[src/logic/bpcf_consts.vh]
// constants for the buck phase / capacitor / frequency boot setup register
// assumes: included by the design files by bare name
`ifndef BPCF_CONSTS_VH
`define BPCF_CONSTS_VH

// printed offset is not a multiple of four: it is the register index
`define BPCF_SETUP_INDEX 16'h7813
`define BPCF_SETUP_ADDR 18'h1E04C
`define BPCF_ADDR_W 18

`define BPCF_CONV4_INVERT_BIT 15
`define BPCF_CONV3_INVERT_BIT 14
`define BPCF_CONV2_INVERT_BIT 13
`define BPCF_CONV1_INVERT_BIT 12
`define BPCF_PHASE_MASK 16'hF000
`define BPCF_LOAD_ONLY_MASK 16'h0FFF
`define BPCF_SETUP_RESET 16'h2000

`define BPCF_CAP_SMALL_A 2'h0
`define BPCF_CAP_SMALL_B 2'h1
`define BPCF_CAP_MIDDLE 2'h2
`define BPCF_CAP_LARGE 2'h3
`define BPCF_RATE_2MHZ 2'h1
`define BPCF_RATE_4MHZ 2'h2

`define BPCF_RESP_OKAY 2'h0
`define BPCF_RESP_SLVERR 2'h2

`endif

[src/logic/bpcf_setup_store.v]
// storage for the 16-bit boot setup word
// assumes: one write source chosen by the top; bit masks select fields
`include "bpcf_consts.vh"

module bpcf_setup_store (
    // clock and reset
    input wire clk_in,
    input wire reset_n_in,
    // write side
    input wire wr_en_in,
    input wire [15:0] wr_mask_in,
    input wire [15:0] wr_data_in,
    // stored word
    output reg [15:0] word_out
);

    always @(posedge clk_in or negedge reset_n_in) begin
        if (!reset_n_in) begin
            word_out <= `BPCF_SETUP_RESET;
        end else if (wr_en_in) begin
            word_out <= (word_out & ~wr_mask_in) | (wr_data_in & wr_mask_in);
        end
    end

endmodule

[src/logic/bpcf_top.v]
// AXI4-Lite slave holding the buck converter boot setup register
// assumes: boot loader pulses load_valid_in with a full word from the
// non-volatile store or the external configuration memory
//
// Overview of operation
// - bits 15..12 invert the clock phase of converters four, three, two, one.
// - reset sets converter two phase inverted, other phases normal.
// - converter four/three capacitor codes at 11:10 and 9:8, reset 00.
// - converter two/one capacitor codes at 7:6 and 5:4, reset 00; only 10 valid, other codes pass through unchecked.
// - converter two/one switch rate codes at 3:2 and 1:0; 01 2MHz, 10 4MHz.
// - capacitor and rate fields change only during a configuration load.
`include "bpcf_consts.vh"

module bpcf_top (
    // clock and reset
    input wire clk_in,
    input wire reset_n_in,
    // axi4-lite write address
    input wire s_axi_awvalid_in,
    output reg s_axi_awready_out,
    input wire [17:0] s_axi_awaddr_in,
    // axi4-lite write data
    input wire s_axi_wvalid_in,
    output reg s_axi_wready_out,
    input wire [31:0] s_axi_wdata_in,
    input wire [3:0] s_axi_wstrb_in,
    // axi4-lite write response
    output reg s_axi_bvalid_out,
    input wire s_axi_bready_in,
    output reg [1:0] s_axi_bresp_out,
    // axi4-lite read address
    input wire s_axi_arvalid_in,
    output reg s_axi_arready_out,
    input wire [17:0] s_axi_araddr_in,
    // axi4-lite read data
    output reg s_axi_rvalid_out,
    input wire s_axi_rready_in,
    output reg [31:0] s_axi_rdata_out,
    output reg [1:0] s_axi_rresp_out,
    // configuration load from the boot store
    input wire load_valid_in,
    input wire external_eeprom_config_in,
    input wire [15:0] load_data_in,
    // field outputs to the converters
    output reg conv1_clock_invert_out,
    output reg conv2_clock_invert_out,
    output reg conv3_clock_invert_out,
    output reg conv4_clock_invert_out,
    output reg [1:0] conv1_output_cap_range_out,
    output reg [1:0] conv2_output_cap_range_out,
    output reg [1:0] conv3_output_cap_range_out,
    output reg [1:0] conv4_output_cap_range_out,
    output reg [1:0] conv1_switch_rate_out,
    output reg [1:0] conv2_switch_rate_out,
    output reg load_from_eeprom_out
);

    function addr_hit;
        input [17:0] addr;
        begin
            addr_hit = (addr[17:2] == `BPCF_SETUP_INDEX);
        end
    endfunction

    // unmapped offsets answer with an error and leave the register alone
    function [1:0] resp_code;
        input [17:0] addr;
        begin
            resp_code = addr_hit(addr) ? `BPCF_RESP_OKAY : `BPCF_RESP_SLVERR;
        end
    endfunction

    // only the high byte lane carries phase bits; the low lane is all load-only
    function [15:0] host_mask;
        input [1:0] strb;
        begin
            host_mask = `BPCF_PHASE_MASK & {{8{strb[1]}}, {8{strb[0]}}};
        end
    endfunction

    reg aw_held_reg;
    reg w_held_reg;
    reg [17:0] aw_addr_reg;
    reg [15:0] w_data_reg;
    reg [1:0] w_strb_reg;
    wire [15:0] word;
    reg store_en;
    reg [15:0] store_mask;
    reg [15:0] store_data;
    wire host_write;
    wire aw_take;
    wire w_take;
    wire ar_take;
    wire b_done;
    wire r_done;

    assign host_write = aw_held_reg && w_held_reg && !s_axi_bvalid_out;
    // each ready is a one-cycle pulse, so a held valid is not taken twice
    assign aw_take = s_axi_awvalid_in && !aw_held_reg && !s_axi_awready_out;
    assign w_take = s_axi_wvalid_in && !w_held_reg && !s_axi_wready_out;
    assign ar_take = s_axi_arvalid_in && !s_axi_rvalid_out && !s_axi_arready_out;
    assign b_done = s_axi_bvalid_out && s_axi_bready_in;
    assign r_done = s_axi_rvalid_out && s_axi_rready_in;

    // a boot load takes priority; a host write waits one cycle behind it
    always @* begin
        store_en = 1'b0;
        store_mask = 16'h0000;
        store_data = load_data_in;
        if (load_valid_in) begin
            store_en = 1'b1;
            store_mask = 16'hFFFF;
        end else if (host_write && addr_hit(aw_addr_reg)) begin
            store_en = 1'b1;
            store_mask = host_mask(w_strb_reg);
            store_data = w_data_reg;
        end
    end

    bpcf_setup_store u_store (
        .clk_in(clk_in),
        .reset_n_in(reset_n_in),
        .wr_en_in(store_en),
        .wr_mask_in(store_mask),
        .wr_data_in(store_data),
        .word_out(word)
    );

    always @(posedge clk_in or negedge reset_n_in) begin
        if (!reset_n_in) begin
            s_axi_awready_out <= 1'b0;
            s_axi_wready_out <= 1'b0;
            s_axi_bvalid_out <= 1'b0;
            s_axi_bresp_out <= `BPCF_RESP_OKAY;
            aw_held_reg <= 1'b0;
            w_held_reg <= 1'b0;
            aw_addr_reg <= 18'h00000;
            w_data_reg <= 16'h0000;
            w_strb_reg <= 2'h0;
        end else begin
            s_axi_awready_out <= 1'b0;
            s_axi_wready_out <= 1'b0;
            if (aw_take) begin
                s_axi_awready_out <= 1'b1;
                aw_held_reg <= 1'b1;
                aw_addr_reg <= s_axi_awaddr_in;
            end
            if (w_take) begin
                s_axi_wready_out <= 1'b1;
                w_held_reg <= 1'b1;
                w_data_reg <= s_axi_wdata_in[15:0];
                w_strb_reg <= s_axi_wstrb_in[1:0];
            end
            // a write colliding with a boot load is retried next cycle
            if (host_write && !load_valid_in) begin
                s_axi_bvalid_out <= 1'b1;
                s_axi_bresp_out <= resp_code(aw_addr_reg);
            end
            if (b_done) begin
                s_axi_bvalid_out <= 1'b0;
                aw_held_reg <= 1'b0;
                w_held_reg <= 1'b0;
            end
        end
    end

    always @(posedge clk_in or negedge reset_n_in) begin
        if (!reset_n_in) begin
            s_axi_arready_out <= 1'b0;
            s_axi_rvalid_out <= 1'b0;
            s_axi_rdata_out <= 32'h00000000;
            s_axi_rresp_out <= `BPCF_RESP_OKAY;
        end else begin
            s_axi_arready_out <= 1'b0;
            if (ar_take) begin
                s_axi_arready_out <= 1'b1;
                s_axi_rvalid_out <= 1'b1;
                s_axi_rresp_out <= resp_code(s_axi_araddr_in);
                if (addr_hit(s_axi_araddr_in)) begin
                    s_axi_rdata_out <= {16'h0000, word};
                end else begin
                    s_axi_rdata_out <= 32'h00000000;
                end
            end else if (r_done) begin
                s_axi_rvalid_out <= 1'b0;
            end
        end
    end

    // field outputs follow the stored word one cycle later
    // reserved capacitor and rate codes pass through unchecked; the boot image is trusted
    always @(posedge clk_in or negedge reset_n_in) begin
        if (!reset_n_in) begin
            conv4_clock_invert_out <= 1'b0;
            conv3_clock_invert_out <= 1'b0;
            conv2_clock_invert_out <= 1'b1;
            conv1_clock_invert_out <= 1'b0;
            conv4_output_cap_range_out <= 2'h0;
            conv3_output_cap_range_out <= 2'h0;
            conv2_output_cap_range_out <= 2'h0;
            conv1_output_cap_range_out <= 2'h0;
            conv2_switch_rate_out <= 2'h0;
            conv1_switch_rate_out <= 2'h0;
            load_from_eeprom_out <= 1'b0;
        end else begin
            conv4_clock_invert_out <= word[`BPCF_CONV4_INVERT_BIT];
            conv3_clock_invert_out <= word[`BPCF_CONV3_INVERT_BIT];
            conv2_clock_invert_out <= word[`BPCF_CONV2_INVERT_BIT];
            conv1_clock_invert_out <= word[`BPCF_CONV1_INVERT_BIT];
            conv4_output_cap_range_out <= word[11:10];
            conv3_output_cap_range_out <= word[9:8];
            conv2_output_cap_range_out <= word[7:6];
            conv1_output_cap_range_out <= word[5:4];
            conv2_switch_rate_out <= word[3:2];
            conv1_switch_rate_out <= word[1:0];
            if (load_valid_in) begin
                load_from_eeprom_out <= external_eeprom_config_in;
            end
        end
    end

endmodule

[config.mk]
export PLATFORM = sky130hd
export DESIGN_NAME = bpcf_top
export DESIGN_NICKNAME = d
export VERILOG_FILES = /design/src/logic/bpcf_setup_store.v /design/src/logic/bpcf_top.v
export VERILOG_INCLUDE_DIRS = /design/src /design/src/logic
export SDC_FILE = /design/constraint.sdc
export NUM_CORES = 1
export LEC_CHECK = 0
export ABC_AREA = 1
export BUFFER_PORTS_ARGS = -buffer_cell sky130_fd_sc_hd__buf_2
export CORE_MARGIN = 8
export CORE_UTILIZATION = 30
export CTS_BUF_LIST = sky130_fd_sc_hd__clkbuf_8
export CTS_CLUSTER_DIAMETER = 200
export DETAILED_ROUTE_END_ITERATION = 10
export PLACE_DENSITY = 0.6
export SYNTH_ARGS = -nofsm -noshare
export SYNTH_HDL_FRONTEND = slang
export SYNTH_SLANG_ARGS = --single-unit
[constraint.sdc]
create_clock -name clk_in -period 1.5 [get_ports clk_in]
set_clock_uncertainty 0.1 [all_clocks]
set_input_delay 0.3 -clock clk_in [delete_from_list [all_inputs] [get_ports clk_in]]
set_output_delay 0.3 -clock clk_in [all_outputs]
set_load 0.03 [all_outputs]
-- Word level (Yosys, flattened, before mapping)
Cells that the tools add are included.
- bits in registers: 112
- input port bits: 97
- output and inout bits: 58
- word-level logic and storage cells: 75
- equality and inequality tests: 2
- mux-type cells: 20
- bitwise gates (word level): 4
- reduce and logical (&&, ||, !) cells: 24
- operator list (kind ; count):
    $mux W16 ; 5
    $and A16 B16 Y16 ; 2
    $eq A16 B15 Y1 const B ; 2
    $not A16 Y16 ; 1
    $or A16 B16 Y16 ; 1
    $mux W1 ; 13
    $logic_and A1 B1 Y1 ; 12
    $logic_not A1 Y1 ; 8
    $reduce_bool A2 Y1 ; 4
    $mux W2 ; 2

-- Logic depth before layout (Yosys ltp)
Gate-level depths: netlist of the first run.
- word-level depth: 8
- mapped depth: 9
- gate-level depth less buffers: 9

-- By module
Synthesis of the first run repeated with hierarchy kept, for this count alone.
- cell total of the unflattened synthesis: 447
- area total of the unflattened synthesis: 3918.8 um^2
- by module, submodules not included (module ; times used ; cells each ; area each (um^2) ; seq. area each (um^2)):
    bpcf_top ; 1 ; 364 ; 3223.1 ; 1878.1
    bpcf_setup_store ; 1 ; 83 ; 695.7 ; 401.6

-- Least setup slack after synthesis of the first run
No wires, ideal clock.
- path kind: reg2reg
- from: register s_axi_rvalid_out
- to: register s_axi_rdata_out[10]
- library setup time: 0.124 ns
- arrival time: 1.281 ns
- required time: 1.276 ns
- setup slack: -0.005 ns
- stages on the path, launching flop included: 7
- path buffers: 2
- clock period less this slack: 1.505 ns
- path through: dfrtp_1 nor3_4 inv_2 buf_6 clkbuf_8 nand2_1 o31ai_1
- word-level cells in the longest chain between the ends: 3
- RTL lines (item ; RTL line ; text):
    start, declared ; bpcf_top.v:36 ; output reg s_axi_rvalid_out,
    start signal, assigned ; bpcf_top.v:170 ; s_axi_rvalid_out <= 1'b0;
    start signal, assigned ; bpcf_top.v:177 ; s_axi_rvalid_out <= 1'b1;
    start signal, assigned ; bpcf_top.v:185 ; s_axi_rvalid_out <= 1'b0;
    $logic_not A1 Y1 ; bpcf_top.v:101 ; assign ar_take = s_axi_arvalid_in && !s_axi_rvalid_out && !s_axi_arready_out;
    $logic_and A1 B1 Y1 (2 in a row) ; bpcf_top.v:101 ;
    named net ar_take ; bpcf_top.v:93 ; wire ar_take;
    end signal, assigned ; bpcf_top.v:180 ; s_axi_rdata_out <= {16'h0000, word};
    end, declared ; bpcf_top.v:38 ; output reg [31:0] s_axi_rdata_out,
The timed path passes the listed nets, and every way through them passes these cells.
A chain may end at the register's enable or synchronous reset.

-- Worst setup path in the final report of the first run
- from: register conv2_clock_invert_out
- to: output port conv2_clock_invert_out
- RTL lines (item ; RTL line ; text):
    start, declared ; bpcf_top.v:46 ; output reg conv2_clock_invert_out,
    start signal, assigned ; bpcf_top.v:208 ; conv2_clock_invert_out <= word[`BPCF_CONV2_INVERT_BIT];
No word-level cell between the ends.

==> results.sh, run 1 <==
export IMPL_synth_top_family_by_area="simple AND/OR/NAND/NOR gates"
export IMPL_period_needed_ns=1.45
export IMPL_grt_use_total_pct=10.8
export IMPL_wl_um=7580
export IMPL_setup_viol=0
export IMPL_post_route_util_pct=39.9
export IMPL_yosys_top_cells_area="dfrtp_1 (61%), nand2_1 (10%), o21ai_0 (4.4%), buf_4 (4.2%), inv_1 (4.2%)"
export IMPL_async_flop_share_pct=100
export IMPL_coreArea_mm2=0.0103
export IMPL_start_util_pct=30.8
export IMPL_max_vdd_ir_drop_uv=713
export IMPL_stdcell_area_mm2=0.00412
export IMPL_wl_per_cell_um=13.1
export IMPL_cp_slowest_cell="dfstp_2"
export IMPL_fin_crit_sh_pct=96.6
export IMPL_stdcell_count=577
export IMPL_fin_nets=533
export IMPL_crit_family="flip-flops"
export IMPL_yosys_area_share_simple_pct=17.6
export IMPL_fin_ws_ns=0.0515
export IMPL_worst_setup_path_end_kind="output pin"
export IMPL_synth_area_mm2=0.00318
export IMPL_rsz0062_at_grt="yes"
export IMPL_crit_type="reg2out"
export IMPL_synth_top_area_cell="dfrtp_1"
export IMPL_diodes=0
export IMPL_holdCritPathClass="in2reg"
export IMPL_yosysUniqueCellTypes=26
export IMPL_cpPeakStageDelay_ns=0.52
export IMPL_synth_top_area_share_pct=60.5
export IMPL_comb_power_share_pct=23.7
export IMPL_vias=2439
export IMPL_slew_violations=0
export IMPL_final_hold_viol_count=0
export IMPL_grt_overflow_total=0
export IMPL_synth_compound_area_share_pct=8.45
export IMPL_numCtsBuffers=9
export IMPL_grt_pass1_vias=2541
export IMPL_dr_first_iter_drc_count=134
export IMPL_synthCells=324
export IMPL_numPlacedInstances=558
export IMPL_status="finished clean"
export IMPL_ys_ff_latch=79
export IMPL_placementRows=37
export IMPL_post_drt_via_cell_ratio=4.23
export IMPL_clockBufferDepth=2
export IMPL_hpwlAfterDp_um=5830
export IMPL_power_frac_seq_pct=46.9
export IMPL_grt_pass1_wl_um=12500
export IMPL_die_area_mm2=0.0142
export IMPL_p_leak_nw=2.13
export IMPL_synthAdderAreaFrac_pct=0
export IMPL_drt_pass1_iter_count=4
export IMPL_syn2layout_area_growth_pct=29.5
export IMPL_synth_warnings=0
export IMPL_ctsHtreeMaxLevel=3
export IMPL_crit_chain="buf_2"
export IMPL_p_int_mw=3.98
export IMPL_report_power_total_mw=5.89
export IMPL_antenna_found_initial=0
export IMPL_die_h_um=119
export IMPL_cts_reportedPaths_clkPinSlew_ns=0.09
export IMPL_path_max_fanout=1
export IMPL_portBuffers=101
export IMPL_powerDensity_mw_per_mm2=1430
export IMPL_synth_xor_area_share_pct=0
export IMPL_clock_sinks=79
export IMPL_synth_edf_count=0
export IMPL_antenna_left=0
export IMPL_synth_most_common_cell="nand2_1"
export IMPL_avgSynthCellArea_um2=9.83
export IMPL_die_w_um=119
export IMPL_crit_buf_inv=1
export IMPL_final_layout_size_suffix_gt1_share_pct=35.1
export IMPL_cts_tree="built"
export IMPL_p_clk_share_pct=29.4
export IMPL_synth_ff_type="dfrtp_1"
export IMPL_synthMuxAreaShare_pct=0.354
export IMPL_place_area_mm2=0.00380
export IMPL_drc=0
export IMPL_r2r_setup_slack_ns=0.10
export IMPL_grt_max_degree=39
export IMPL_clock_latency_ns=0.34
export IMPL_cts_root_buf="clkbuf_8"
export IMPL_ys_seq_area_share_pct=62.2
export IMPL_io_pins=155
export IMPL_fmax_mhz=690
export IMPL_netSwitchingFraction_pct=32.4
export IMPL_p_sw_mw=1.91
export IMPL_cp_start_kind="flop"
export IMPL_crit_arrival_ns=1.05
export IMPL_gp_congestion=0.726
export IMPL_required_ns=1.10
export IMPL_synth_common_cells="nand2_1 (88), dfrtp_1 (77), inv_1 (36)"
export IMPL_pre_cts_ws_ns=-0.0140
export IMPL_drv_cap=0
==> power by group through the flow <==
stage	Combinational [mW]	Clock, mW	Sequential [mW]
detailed placement	1.27	0	2.80
CTS	1.28	1.80	2.76
floorplan	0.747	0	2.92
global placement	1.24	0	2.78
global route	1.57	1.89	2.82
finish	1.40	1.73	2.76
==> cells by family (layout without fill, tap and decap cells) <==
group	count (synthesis)	count (layout)
other	1	18
muxes	1	1
DFF	79	79
and+or+nand+nor	130	130
AOI/OAI and AO/OA	46	46
buffers and inverters	67	167
==> per-stage QoR <==
stage	hold WS, ns	TNS (ns)
after floorplan	-0.0956	0
after detailed placement	0.145	-0.0277
final	0.0365	0
after global routing	0.0310	-0.0438
after global placement	0.146	-0.0299
after CTS	0.0237	0
==> worst register-to-register path: cells and delay by family (launching register included) <==
kind,cells,cell delay (ns)
and+or+nand+nor,7,0.73
DFF,1,0.40
buffers and inverters,1,0.07
==> routing by layer <==
layer / wire (um) / GRT usage, %
met1: 3320 / 13.2
met3: 699 / 5.01
met2: 3460 / 16.4
met4: 93 / 3.56
met5: 0 / 0
==> repair_timing <==
item / in CTS / in global routing
gates resized for setup: 2 / 21
hold buffers: 1 / 0
pin swaps: 0 / 10
endpoints found under the hold margin: 23 / 0
setup endpoints to repair: 4 / 4
setup buffers: 0 / 2
==> cells in the final DEF, fill, tap and decap left out, types with 3 or more instances in the layout <==
cell type  synthesis  final
nor2_4             0      5
nand3_2            0      4
conb_1             1     18
o31ai_1           12     12
nand2_1           88     84
nor2_1            12      8
clkbuf_8           2      9
nand2_2            1      5
inv_1             36     33
buf_4             18     10
inv_2              2      6
dfrtp_1           77     77
o21ai_0           28     28
o21a_1             3      3
buf_2              5    100
nand3_1           19     14
==> path summary, 6_finish.rpt <==
path / startpoint / cells after the start / end
max: conv2_clock_invert_out$_DFF_PN1_ / 1 / conv2_clock_invert_out
min: s_axi_rready_in / 2 / s_axi_rvalid_out$_DFFE_PN0P_
max reg2reg: aw_addr_reg[11]$_DFFE_PN0P_ / 8 / flop
min reg2reg: flop / 0 / conv1_switch_rate_out[1]$_DFF_PN0_
max in group asynchronous: reset_n_in / 3 / aw_addr_reg[4]$_DFFE_PN0P_
min in group asynchronous: reset_n_in / 2 / s_axi_rdata_out[7]$_DFFE_PN0P_
==> area by class of cell <==
cell class              instances  area (um^2)
well taps                     136          170
flip-flops and latches         79         1980
fillers                      1058         6200
repair buffers                113          626
multi-input cells             195          986
clock buffers                   9          124
inverters                      38          143
clock inverters                 7         96.3
Power figures use the tool's default switching activity.
==> run 2: changes to the inputs <==
Settings changed: CELL_PAD_IN_SITES_DETAIL_PLACEMENT set to 1, CELL_PAD_IN_SITES_GLOBAL_PLACEMENT set to 1, PLACE_DENSITY 0.6 to unset, PLACE_DENSITY_LB_ADDON set to 0.1.
==> run 2 against run 1 <==
Against the previous run: clock-buffer cell count unchanged; sequential cell count unchanged; routed wire length up 6.3%; first-iteration DRC count down 35%; critical path type unchanged; hold slack better by 0.011 ns; global-route usage up 0.73 points; critical path depth unchanged; power down 1.3%; setup slack worse by 0.0068 ns; clock power down 3%; design area down 0.36%.
==> results.sh, run 2 (same netlist as run 1, synthesis figures left out) <==
export IMPL_status="finished clean"
export IMPL_die_h_um=119
export IMPL_netSwitchingFraction_pct=32.6
export IMPL_placementRows=37
export IMPL_worst_setup_path_end_kind="output pin"
export IMPL_die_area_mm2=0.0142
export IMPL_numPlacedInstances=558
export IMPL_antenna_left=0
export IMPL_fin_ws_ns=0.0447
export IMPL_cpPeakStageDelay_ns=0.52
export IMPL_post_drt_via_cell_ratio=4.27
export IMPL_required_ns=1.10
export IMPL_fin_crit_sh_pct=97.0
export IMPL_final_layout_size_suffix_gt1_share_pct=35.0
export IMPL_path_max_fanout=1
export IMPL_numCtsBuffers=9
export IMPL_start_util_pct=30.8
export IMPL_cts_reportedPaths_clkPinSlew_ns=0.08
export IMPL_max_vdd_ir_drop_uv=648
export IMPL_cts_tree="built"
export IMPL_clock_latency_ns=0.34
export IMPL_grt_pass1_vias=2814
export IMPL_syn2layout_area_growth_pct=29.0
export IMPL_grt_overflow_total=0
export IMPL_crit_arrival_ns=1.06
export IMPL_p_sw_mw=1.89
export IMPL_p_leak_nw=2.12
export IMPL_grt_max_degree=77
export IMPL_clock_sinks=79
export IMPL_fin_nets=531
export IMPL_gp_congestion=0.674
export IMPL_comb_power_share_pct=23.5
export IMPL_cts_root_buf="clkbuf_8"
export IMPL_die_w_um=119
export IMPL_portBuffers=101
export IMPL_coreArea_mm2=0.0103
export IMPL_crit_buf_inv=1
export IMPL_grt_pass1_wl_um=13500
export IMPL_final_hold_viol_count=0
export IMPL_period_needed_ns=1.46
export IMPL_mostFrequentLayoutCells="buf_2 (100), nand2_1 (85), dfrtp_1 (77)"
export IMPL_post_cts_buffers=0
export IMPL_clockBufferDepth=2
export IMPL_drv_cap=0
export IMPL_layout_commonest_cell="buf_2"
export IMPL_worst_hold_slack_ns=0.0480
export IMPL_place_area_mm2=0.00380
export IMPL_crit_family="flip-flops"
export IMPL_diodes=0
export IMPL_slew_violations=0
export IMPL_powerDensity_mw_per_mm2=1420
export IMPL_vias=2446
export IMPL_power_frac_seq_pct=47.8
export IMPL_crit_type="reg2out"
export IMPL_drt_pass1_iter_count=4
export IMPL_report_power_total_mw=5.81
export IMPL_wl_per_cell_um=14.1
export IMPL_fmax_mhz=687
export IMPL_pre_cts_ws_ns=-0.0780
export IMPL_p_clk_share_pct=28.7
export IMPL_io_pins=155
export IMPL_wl_um=8060
export IMPL_antenna_found_initial=0
export IMPL_stdcell_count=573
export IMPL_p_int_mw=3.92
export IMPL_cp_slowest_cell="dfstp_2"
export IMPL_grt_use_total_pct=11.5
export IMPL_stdcell_area_mm2=0.00411
export IMPL_drc=0
export IMPL_setup_viol=0
export IMPL_crit_chain="buf_2"
export IMPL_cp_start_kind="flop"
export IMPL_rsz0062_at_grt="yes"
export IMPL_tns_ns=0
export IMPL_ctsHtreeMaxLevel=3
export IMPL_holdCritPathClass="in2reg"
export IMPL_hpwlAfterDp_um=5960
export IMPL_post_route_util_pct=39.8
export IMPL_dr_first_iter_drc_count=87
==> run 2: area by class of cell <==
type	instances	area, um^2
clock inverter	5	76.3
fill	1239	6210
inverter	38	145
sequential	79	1980
timing repair buffer	111	611
clock buffer	9	124
multi-input combinational	195	1000
tap	136	170
==> run 2: power groups by stage <==
stage | Clock [mW] | Sequential (mW) | Combinational (mW)
3_5_place_dp | 0 | 2.79 | 1.30
4_1_cts | 1.71 | 2.75 | 1.31
2_1_floorplan | 0 | 2.92 | 0.747
6_report | 1.67 | 2.78 | 1.37
3_3_place_gp | 0 | 2.77 | 1.27
5_1_grt | 1.79 | 2.84 | 1.57
==> run 2: final timing paths <==
check	start	endpoint	slack, ns	cells past startpoint
min in group asynchronous	reset_n_in	conv4_output_cap_range_out[1]$_DFF_PN0_	0.19	2
hold / removal	s_axi_rready_in	s_axi_rvalid_out$_DFFE_PN0P_	0.05	2
setup reg to reg	aw_addr_reg[5]$_DFFE_PN0P_	flop	0.11	7
max in group asynchronous	reset_n_in	async pin	0.49	3
setup / recovery	conv2_clock_invert_out$_DFF_PN1_	conv2_clock_invert_out	0.04	1
hold reg to reg	flop	conv3_output_cap_range_out[1]$_DFF_PN0_	0.28	0
==> run 2: per-layer routing <==
layer / part of all wire [%] / global-route usage [%]
met5: 0 / 0
met3: 6.5 / 3.87
met2: 48 / 19.5
met1: 45 / 13.2
met4: 1.3 / 4.03
==> run 2: what timing repair did <==
| item | CTS | global route |
|---|---|---|
| hold buffers | 1 | 0 |
| resized for setup | 4 | 23 |
| hold endpoints to repair | 77 | 0 |
| endpoints found under the setup margin | 4 | 7 |
| pin swaps | 0 | 5 |
